$ cat src/design/oarp_pkg.sv
// Notes on behaviour
// - the report is four header time bytes, a set-number byte, a valid-count byte, then that many records.
// - multi-byte values go out most significant byte first, bit 7 is the msb.
// - the header time is the moment a complete valid almanac set was committed.
// - the commit time is kept in retained storage and only refreshed on a new set.
// - in legacy mode the report always carries sixteen records.
// - byte 0 bits 7..4 hold the record identifier, which implies no order.
// - byte 0 bit 3 is health, 1 healthy and 0 unhealthy.
// - byte 0 bits 2..1 are the network id, 0 net one, 1 net two, 2-3 reserved.
// - the 17-bit channel puts bit 16 in byte 0 bit 0, then bytes 1 and 2.
// - the 12-bit longitude fills byte 3 and the top nibble of byte 4.
// - service flags split across the low nibble of byte 4 and high of byte 5.
// - byte 5 bits 3..1 are reserved, bit 0 says week and time follow.
// - the 10-bit week fills byte 6 and byte 7 bits 7..6 when present.
// - the 14-bit minute count fills byte 7 bits 5..0 and byte 8 when present.
package oarp_pkg;

    // ------------------------------------------------------------------
    // sizes and counts
    // ------------------------------------------------------------------
    localparam int unsigned NUM_ENTRIES  = 16;
    localparam int unsigned IDX_W        = 4;
    localparam int unsigned LEGACY_COUNT = 16;
    localparam int unsigned REC_BASE_LEN = 6;
    localparam int unsigned REC_TIME_LEN = 9;
    localparam int unsigned FIFO_DEPTH   = 16;
    localparam int unsigned BYTE_W       = 8;
    localparam int unsigned TIME_W       = 32;

    // ------------------------------------------------------------------
    // reset values
    // ------------------------------------------------------------------
    localparam logic [3:0]  SET_NUM_RST  = 4'h0;
    localparam logic [4:0]  COUNT_RST    = 5'h00;
    localparam logic [31:0] COMMIT_T_RST = 32'h0000_0000;

    // one almanac entry as stored
    typedef struct packed {
        logic [3:0]  record_identifier;
        logic        healthy;
        logic [1:0]  network_id;
        logic [16:0] channel;
        logic [11:0] longitude;     // signed, 0.1 degree units
        logic [7:0]  service_flags;
        logic        time_included;
        logic [9:0]  gps_week;
        logic [13:0] time_of_week_minutes;
    } oarp_entry_s;

    // one output byte with framing marks
    typedef struct packed {
        logic       first;
        logic       last;
        logic [7:0] data;
    } oarp_byte_s;

    typedef enum logic [4:0] {
        ST_IDLE = 5'b00001,
        ST_TIME = 5'b00010,
        ST_HDR  = 5'b00100,
        ST_REC  = 5'b01000,
        ST_DONE = 5'b10000
    } oarp_state_e;

endpackage

$ cat src/design/oarp_fifo.sv
`timescale 1ns/1ps
module oarp_fifo #(
    parameter int unsigned WIDTH = 10,
    parameter int unsigned DEPTH = 16
) (
    input  wire logic             clk,
    input  wire logic             resetn,
    input  wire logic             in_valid,
    output logic                  in_ready,
    input  wire logic [WIDTH-1:0] in_data,
    output logic                  out_valid,
    input  wire logic             out_ready,
    output logic      [WIDTH-1:0] out_data
);
    localparam int unsigned AW = $clog2(DEPTH);

    logic [WIDTH-1:0] mem_q [DEPTH];
    logic [AW-1:0]    wr_q, wr_d, rd_q, rd_d;
    logic [AW:0]      cnt_q, cnt_d;
    logic             push, pop;

    // ------------------------------------------------------------------
    // pointers and fill count
    // ------------------------------------------------------------------
    assign in_ready  = (cnt_q != (AW+1)'(DEPTH));   // full at DEPTH words
    assign out_valid = (cnt_q != '0);
    assign out_data  = mem_q[rd_q];
    assign push      = in_valid && in_ready;
    assign pop       = out_valid && out_ready;

    always_comb begin
        wr_d  = push ? wr_q + AW'(1) : wr_q;
        rd_d  = pop ? rd_q + AW'(1) : rd_q;
        cnt_d = cnt_q + (AW+1)'(push) - (AW+1)'(pop);
    end

    always_ff @(posedge clk or negedge resetn) begin
        if (!resetn) begin
            wr_q  <= '0;
            rd_q  <= '0;
            cnt_q <= '0;
        end else begin
            wr_q  <= wr_d;
            rd_q  <= rd_d;
            cnt_q <= cnt_d;
        end
    end

    // storage has no reset; only written slots are ever read
    always_ff @(posedge clk) begin
        if (push) begin
            mem_q[wr_q] <= in_data;
        end
    end
endmodule

$ cat src/design/oarp_packer.sv
`timescale 1ns/1ps
module oarp_packer
    import oarp_pkg::*;
(
    input  wire logic                 clk,
    input  wire logic                 resetn,
    // almanac table load port
    input  wire logic                 entry_we,
    input  wire logic [IDX_W-1:0]     entry_idx,
    input  wire oarp_entry_s          entry_data,
    // commit of a complete verified set
    input  wire logic                 set_commit,
    input  wire logic [3:0]           set_number,
    input  wire logic [4:0]           set_valid_count,
    input  wire logic [TIME_W-1:0]    system_time,
    // report control
    input  wire logic                 legacy_mode,
    input  wire logic                 report_req,
    output logic                      report_busy,
    output logic [TIME_W-1:0]         commit_time,
    // byte stream out
    output logic                      out_valid,
    input  wire logic                 out_ready,
    output logic [BYTE_W-1:0]         out_data,
    output logic                      out_first,
    output logic                      out_last
);

    // ------------------------------------------------------------------
    // almanac table and set state
    // ------------------------------------------------------------------
    oarp_entry_s       table_q [NUM_ENTRIES];
    logic [3:0]        setn_q, setn_d;
    logic [4:0]        cnt_q, cnt_d;
    logic [TIME_W-1:0] ctime_q, ctime_d;

    // timestamp taken only on a new committed set, never on a report
    always_comb begin
        setn_d  = setn_q;
        cnt_d   = cnt_q;
        ctime_d = ctime_q;
        if (set_commit) begin
            setn_d  = set_number;
            cnt_d   = (set_valid_count > 5'd15) ? 5'd15 : set_valid_count;
            ctime_d = system_time;
        end
    end

    // ctime_q stands for the retained copy; its reset only models
    // a blank store on first power up
    always_ff @(posedge clk or negedge resetn) begin
        if (!resetn) begin
            setn_q  <= SET_NUM_RST;
            cnt_q   <= COUNT_RST;
            ctime_q <= COMMIT_T_RST;
        end else begin
            setn_q  <= setn_d;
            cnt_q   <= cnt_d;
            ctime_q <= ctime_d;
        end
    end

    always_ff @(posedge clk) begin
        if (entry_we) begin
            table_q[entry_idx] <= entry_data;
        end
    end

    assign commit_time = ctime_q;

    // ------------------------------------------------------------------
    // record byte layout
    // ------------------------------------------------------------------
    function automatic logic [7:0] rec_byte(input oarp_entry_s e,
                                            input logic [3:0] n);
        logic [7:0] b;
        b = 8'h00;
        case (n)
            4'd0: b = {e.record_identifier, e.healthy,
                       e.network_id, e.channel[16]};
            4'd1: b = e.channel[15:8];
            4'd2: b = e.channel[7:0];
            4'd3: b = e.longitude[11:4];
            4'd4: b = {e.longitude[3:0], e.service_flags[7:4]};
            4'd5: b = {e.service_flags[3:0], 3'b000,
                       e.time_included};
            4'd6: b = e.gps_week[9:2];
            4'd7: b = {e.gps_week[1:0],
                       e.time_of_week_minutes[13:8]};
            4'd8: b = e.time_of_week_minutes[7:0];
            default: b = 8'h00;
        endcase
        return b;
    endfunction

    // ------------------------------------------------------------------
    // report sequencer
    // ------------------------------------------------------------------
    oarp_state_e      st_q, st_d;
    logic [4:0]       rec_q, rec_d, nrec_q, nrec_d;
    logic [3:0]       byt_q, byt_d;
    logic [1:0]       tb_q, tb_d;
    logic             push;
    logic             f_ready;
    oarp_byte_s       f_in, f_out;
    logic [3:0]       rec_len;

    assign rec_len = table_q[rec_q[3:0]].time_included ?
                     4'(REC_TIME_LEN) : 4'(REC_BASE_LEN);

    always_comb begin
        st_d   = st_q;
        rec_d  = rec_q;
        nrec_d = nrec_q;
        byt_d  = byt_q;
        tb_d   = tb_q;
        push   = 1'b0;
        f_in   = '0;
        case (st_q)
            ST_IDLE: begin
                if (report_req) begin
                    nrec_d = legacy_mode ? 5'(LEGACY_COUNT) : cnt_q;
                    tb_d   = 2'd0;
                    st_d   = ST_TIME;
                end
            end
            ST_TIME: begin
                // header time, msb byte first
                push   = 1'b1;
                f_in.first = (tb_q == 2'd0);
                f_in.data  = ctime_q[8*(3-tb_q) +: 8];
                if (f_ready) begin
                    tb_d = tb_q + 2'd1;
                    if (tb_q == 2'd3) begin
                        tb_d = 2'd0;
                        st_d = ST_HDR;
                    end
                end
            end
            ST_HDR: begin
                push       = 1'b1;
                f_in.data  = (tb_q == 2'd0) ? {4'h0, setn_q}
                                            : {3'h0, nrec_q};
                f_in.last  = (tb_q == 2'd1) && (nrec_q == 5'd0);
                if (f_ready) begin
                    tb_d = tb_q + 2'd1;
                    if (tb_q == 2'd1) begin
                        rec_d = 5'd0;
                        byt_d = 4'd0;
                        st_d  = (nrec_q == 5'd0) ? ST_DONE : ST_REC;
                    end
                end
            end
            ST_REC: begin
                push      = 1'b1;
                f_in.data = rec_byte(table_q[rec_q[3:0]], byt_q);
                f_in.last = (byt_q == rec_len - 4'd1) &&
                            (rec_q == nrec_q - 5'd1);
                if (f_ready) begin
                    byt_d = byt_q + 4'd1;
                    if (byt_q == rec_len - 4'd1) begin
                        byt_d = 4'd0;
                        rec_d = rec_q + 5'd1;
                        if (rec_q == nrec_q - 5'd1) begin
                            st_d = ST_DONE;
                        end
                    end
                end
            end
            ST_DONE: st_d = ST_IDLE;
            default: st_d = ST_IDLE;
        endcase
    end

    always_ff @(posedge clk or negedge resetn) begin
        if (!resetn) begin
            st_q   <= ST_IDLE;
            rec_q  <= 5'd0;
            nrec_q <= 5'd0;
            byt_q  <= 4'd0;
            tb_q   <= 2'd0;
        end else begin
            st_q   <= st_d;
            rec_q  <= rec_d;
            nrec_q <= nrec_d;
            byt_q  <= byt_d;
            tb_q   <= tb_d;
        end
    end

    // table writes during a report are the user's hazard: bytes already
    // sent are not redone
    assign report_busy = (st_q != ST_IDLE);

    // ------------------------------------------------------------------
    // output buffer; a stalled consumer stalls the sequencer
    // ------------------------------------------------------------------
    oarp_fifo #(
        .WIDTH ($bits(oarp_byte_s)),
        .DEPTH (FIFO_DEPTH)
    ) u_fifo (
        .clk       (clk),
        .resetn    (resetn),
        .in_valid  (push),
        .in_ready  (f_ready),
        .in_data   (f_in),
        .out_valid (out_valid),
        .out_ready (out_ready),
        .out_data  (f_out)
    );

    assign out_data  = f_out.data;
    assign out_first = f_out.first;
    assign out_last  = f_out.last;
endmodule

$ cat config.mk
export PLATFORM = sky130hd
export DESIGN_NAME = oarp_packer
export DESIGN_NICKNAME = d
export VERILOG_FILES = /design/src/design/oarp_pkg.sv /design/src/design/oarp_fifo.sv /design/src/design/oarp_packer.sv
export SDC_FILE = /design/constraint.sdc
export NUM_CORES = 1
export LEC_CHECK = 0
export BUFFER_PORTS_ARGS = -buffer_cell sky130_fd_sc_hd__buf_2
export CAP_MARGIN = 5
export CORE_ASPECT_RATIO = 0.5
export CORE_MARGIN = 2
export CORE_UTILIZATION = 30
export DETAILED_ROUTE_END_ITERATION = 7
export MAX_ROUTING_LAYER = met4
export SYNTH_ARGS = -nofsm -noshare
export SYNTH_HDL_FRONTEND = slang
export SYNTH_HIERARCHICAL = 1
export SYNTH_SLANG_ARGS = --single-unit
$ cat constraint.sdc
create_clock -name clk -period 5.25 [get_ports clk]
set_input_delay 0 -clock clk [delete_from_list [all_inputs] [get_ports clk]]
set_output_delay 0 -clock clk [all_outputs]
set_load 0.02 [all_outputs]
* Word level (Yosys, flattened, before mapping)
Memories as Yosys holds them, arrays and structs flattened. Cells that the tools add are included.
Storage, ports and cells: memory bits (read-only) 0, input bits 121, bits in latches 0, memory bits (writable) 1264, bits in registers 75, word-level logic and storage cells 105, memories 2
Memory list:
- table_q | depth 16, bits a word 69, read ports 1, clocked after Yosys merged registers in 0, wr ports 1, RTL line oarp_packer.sv:32 | oarp_entry_s table_q [NUM_ENTRIES];
- u_fifo.mem_q | depth 16, bits a word 10, read ports 1, clocked after Yosys merged registers in 0, wr ports 1, RTL line oarp_fifo.sv:17 | logic [WIDTH-1:0] mem_q [DEPTH];
Operators by class: shift operators 1, $mul 0, reduce and logical (&&, ||, !) cells 16, mux-type cells 38, bitwise gates (word level) 0, div/mod/pow operators 0, $lt $le $gt $ge 1, $add $sub $neg 10, equal/unequal tests 26
Operators with widths (number):
- 5-bit two-way mux | 16
- 8-bit one-hot mux with 9 select lines | 1
- 32-bit by 33-bit variable part select with 8-bit output | 1
- 8-bit one-hot mux with 3 select lines | 1
- 4-bit two-way mux | 5
- 5-bit one-hot mux with 4 select lines | 1
- 4-bit by 3-bit equality test with 1-bit output, second input constant | 4
- 4-bit by 1-bit adder with 4-bit output, second input constant | 3
- 2-bit != test, second input constant | 5
- 5-bit one-hot mux with 2 select lines | 1
- 4-bit by 2-bit equality test with 1-bit output, second input constant | 2
- 2-bit two-way mux | 4
- 4-bit one-hot mux with 2 select lines | 1
- 4-bit AND reduction | 2
- 8-bit AND reduction | 1
- 1-bit two-way mux | 6
- 2-bit by 1-bit != test with 1-bit output, second input constant | 3
- 2-bit one-hot mux with 3 select lines | 1
- 5-bit by 1-bit adder with 5-bit output | 1
- 5-bit by 1-bit adder with 5-bit output, second input constant | 1
- 5-bit by 1-bit equality test with 1-bit output, second input constant | 1
- 5-bit by 2-bit equality test with 1-bit output, second input constant | 1
- 5-bit by 3-bit equality test with 1-bit output, second input constant | 1
- 5-bit by 4-bit equality test with 1-bit output, second input constant | 1
- 25 further kinds | 28

* Longest topological paths before layout
An unclocked memory read counts as a cell.
depth in word-level cells 7, gate-level depth with buffers 15, gate-level depth less buffers 14

* By module
Netlist, hierarchy kept.
Modules (own cells, without submodules):
- oarp_packer | seq. area each 34704.5 um2, cells an instance 2344, times used 1, area each 45952.8 um2
- oarp_fifo | seq. area each 5129.9 um2, cells an instance 376, times used 1, area each 6955.4 um2

* Least setup slack after synthesis
Ideal clock, no wire load.
path kind input -> register, start in entry_idx[2], end mem table_q[0][0] (netlist bit), enable pin, path buffers 0, stages on the path 2, data required time 4.668 ns, arrival time 5.198 ns, path slack -0.530 ns, cells stage by stage or3b_2 -> nor3_1
RTL lines:
- start, declared | RTL line oarp_packer.sv:9 | input wire logic [IDX_W-1:0] entry_idx,
- end, declared | RTL line oarp_packer.sv:32
No word-level cell before the write port.

==> impl_metrics.py <==
metrics = {
    "status": {
        "outcome": "complete, no violations",
    },
    "global_routing": {
        "track_usage_pct": 17.0,
        "grt_pass1_vias": 29343,
        "overflow": 0,
        "grt_pass1_wl_um": 215000,
        "grt_max_degree": 75,
        "antenna_found_initial": 6,
    },
    "yosys": {
        "synth_area_sq_um": 52900,
        "ys_warn_count": 6,
        "netlist_instances": 2720,
        "synth_cell_types": 71,
        "yosys-top-cells-area": "edfxtp_1, mux4_2, mux2i_1",
        "synth_most_common_cell": "edfxtp_1",
        "synth_top_cell_by_area": "edfxtp_1",
        "async_flop_share_pct": 5.60,
        "synth.yosys.seq_area_share_pct": 75.3,
        "synth-main-ff-cell": "edfxtp_1",
        "synth_edf_count": 1264,
        "ys_ff_latch": 1339,
        "avgSynthCellArea_sq_um": 19.5,
        "yosys-top-cells-count": "edfxtp_1, mux2i_1, mux4_2, nand2_1, dfrtp_1",
        "synth_fp_nets": 2862,
        "synth_top_area_share_pct": 71.7,
    },
    "critical_path": {
        "path_max_fanout": 41,
        "path_buf_inv": 2,
        "cp_data_arrival_time_ns": 4.66,
        "worst_setup_path_end_kind": "flip-flop",
        "timing.rr.start": "rec_q[0]$_DFFE_PN0P_",
        "start_kind": "flip-flop",
        "cp_top_family": "flip-flops",
        "crit_cells": 7,
        "cp.required_ns": 5.55,
        "ff2ff_path_depth": 7,
        "slowest_stage": "dfrtp_4",
        "crit_type": "flip-flop to flip-flop",
        "crit_chain": "buf_12 -> mux4_2 -> mux2i_1 -> o22ai_1 -> buf_4 -> nor4_1 -> a32oi_1",
        "reg2reg_slack_ns": 0.89,
        "r2r_end": "u_fifo/mem_q[4][3]$_DFFE_PP_",
        "critPathMaxStageDelay_ns": 1.08,
    },
    "route": {
        "vias": 29284,
        "routed_via_density": 5.21,
        "first_pass_iters": 6,
        "drt-total-wl_um": 150000,
        "drt_iter0_drc": 3559,
        "ant_nets": 0,
        "drc": 0,
        "wire_per_inst_um": 26.7,
    },
    "die": {
        "num_rows": 108,
        "dieWidth_um": 598,
        "core_sq_um": 174000,
        "die_area_sq_um": 180000,
        "io_pins": 165,
        "die_h_um": 301,
        "start_util_pct": 30.4,
    },
    "cts": {
        "clk_latency_ns": 0.76,
        "htreeDepth": 4,
        "clk_pin_slew_ns": 0.06,
        "root_buffer": "clkbuf_16",
        "clk_path_buf_depth": 3,
        "cts_tree": "yes",
        "cts_inserted_buffers": 136,
        "numClockSinks": 1339,
    },
    "timing": {
        "hold_violations": 0,
        "slew_violations": 0,
        "rsz0062_at_grt": "false",
        "tns_ns": 0,
        "fin_crit_ns": 4.36,
        "fin_worst_skew_ns": 0.0283,
        "fin_crit_sh_pct": 83.0,
        "max_clock_freq_mhz": 230,
        "setup_viol": 0,
        "slew_headroom_pct": 7.84,
        "worst_slack_ns": 0.893,
        "worst_pin_slew_ns": 1.38,
    },
    "power": {
        "p_per_area_nw_per_um2": 389,
        "power_mw": 24.7,
        "p_leak_nw": 20.3,
        "worst_ir_drop_vdd_v": 0.000343,
    },
    "hold_path": {
        "hold_end": "commit_time[6]$_DFFE_PN0P_",
        "min_path_type": "input pin to flip-flop",
        "hp-start": "system_time[6]",
        "min_path_cells": 3,
    },
    "final_layout": {
        "multi_input_area_sq_um": 12400,
        "layoutNonFillerInstCount": 5618,
        "finish.utilization_pct": 36.3,
        "final.fill_count": 15981,
        "area_growth_pct": 19.7,
        "drive_gt1_share_pct": 23.5,
        "ff_latch_area_sq_um": 39800,
        "final_nets": 3337,
    },
    "flow_run": {
        "max_cap_viol_count": 0,
    },
    "placed_design": {
        "gp_congestion": 0.887,
        "port_buffers": 164,
        "placed_cells": 5174,
        "place_hpwl_um": 90100,
        "pre_cts_slack_ns": 0.906,
    },
}
-- report_power, final --
group	switching [mW]	internal, mW	leakage (nW)
clock	4.08	5.38	2.13
sequential	0.365	12.1	12.3
combinational	1.68	1.05	5.80
total	6.12	18.5	20.3
-- placed cells by master (no fill, tap or decap), drive strengths merged, types with 29 or more instances in the layout --
cell type    count
a211oi          36
a21oi           47
a221oi          39
a22oi           47
buf            281
clkbuf         166
clkinv          64
dfrtp           74
dlygate4sd3    190
edfxtp        1264
inv             35
mux2            48
mux2i          227
mux4           218
nand2          121
nand3           46
nor2            72
nor2b           29
o21ai           52
-- final cells by class --
class | count | share of cell area, %
Antenna cell | 4 | 0.0158
Clock buffer | 166 | 5.70
Clock inverter | 81 | 1.17
Inverter | 30 | 0.178
Multi-Input combinational cell | 1217 | 19.5
Sequential cell | 1339 | 62.9
Tap cell | 2310 | 4.56
Timing Repair Buffer | 471 | 5.92
-- cell families after synthesis --
kind of cell / count (synthesis) / synth area share [%]
XOR/XNOR: 17 / 0.281
AO/OA/AOI/OAI: 308 / 4.07
multiplexers: 493 / 14.6
adder cells (fa/ha/maj): 21 / 0.511
AND/OR/NAND/NOR: 378 / 3.49
buffers and inverters: 164 / 1.76
flip-flops: 1339 / 75.3
-- flip-flops by register name, indices dropped and copies added, names as in the netlist, 4 cells and up --
register / flops
byt_q: 4
cnt_q: 5
commit_time: 32
nrec_q: 5
rec_q: 5
setn_q: 4
st_q: 5
table_q: 1104
u_fifo/cnt_q: 5
u_fifo/mem_q: 160
u_fifo/rd_q: 4
u_fifo/wr_q: 4
-- how the worst max path moves through the flow --
stage                                     from  slack (ns)                      endpoint
final                     rec_q[0]$_DFFE_PN0P_        0.89  u_fifo/mem_q[4][3]$_DFFE_PP_
after CTS                 rec_q[0]$_DFFE_PN0P_        0.88  u_fifo/mem_q[4][3]$_DFFE_PP_
after global placement    rec_q[0]$_DFFE_PN0P_        0.97  u_fifo/mem_q[4][3]$_DFFE_PP_
after global routing      rec_q[0]$_DFFE_PN0P_        0.70  u_fifo/mem_q[7][3]$_DFFE_PP_
after floorplan                   entry_idx[2]        1.34       table_q[1][0]$_DFFE_PP_
after detailed placement  rec_q[0]$_DFFE_PN0P_        0.91  u_fifo/mem_q[0][3]$_DFFE_PP_
-- routing by layer --
layer / up-vias / wire length (um) / GRT usage, %
met4: 0 / 4250 / 5.24
met5: - / 0 / -
met2: 1264 / 73400 / 27.6
met1: 15639 / 61600 / 22.3
li1: 12134 / - / -
met3: 247 / 10500 / 2.33
-- stage by stage --
stage	instance area, sq um	hold slack (ns)
2_1_floorplan	52900	-0.296
3_3_place_gp	57000	0.191
3_5_place_dp	57000	0.209
4_1_cts	63300	0.00115
5_1_grt	63300	0.0339
6_report	63300	0.0490
-- worst register-to-register path: cells and delay by family, from the launching register on --
kind / cells / cell delay, ns
AOI/OAI and AO/OA: 2 / 0.89
buffers and inverters: 2 / 0.68
DFF: 1 / 1.08
muxes: 2 / 0.97
and+or+nand+nor: 1 / 0.28
-- repair_timing --
item,in CTS,in global routing
endpoints found under the hold margin,1245,0
hold buffers,191,0
setup buffers,0,0
resized for setup,0,0
Note: power is estimated with default switching activity, not from simulation.
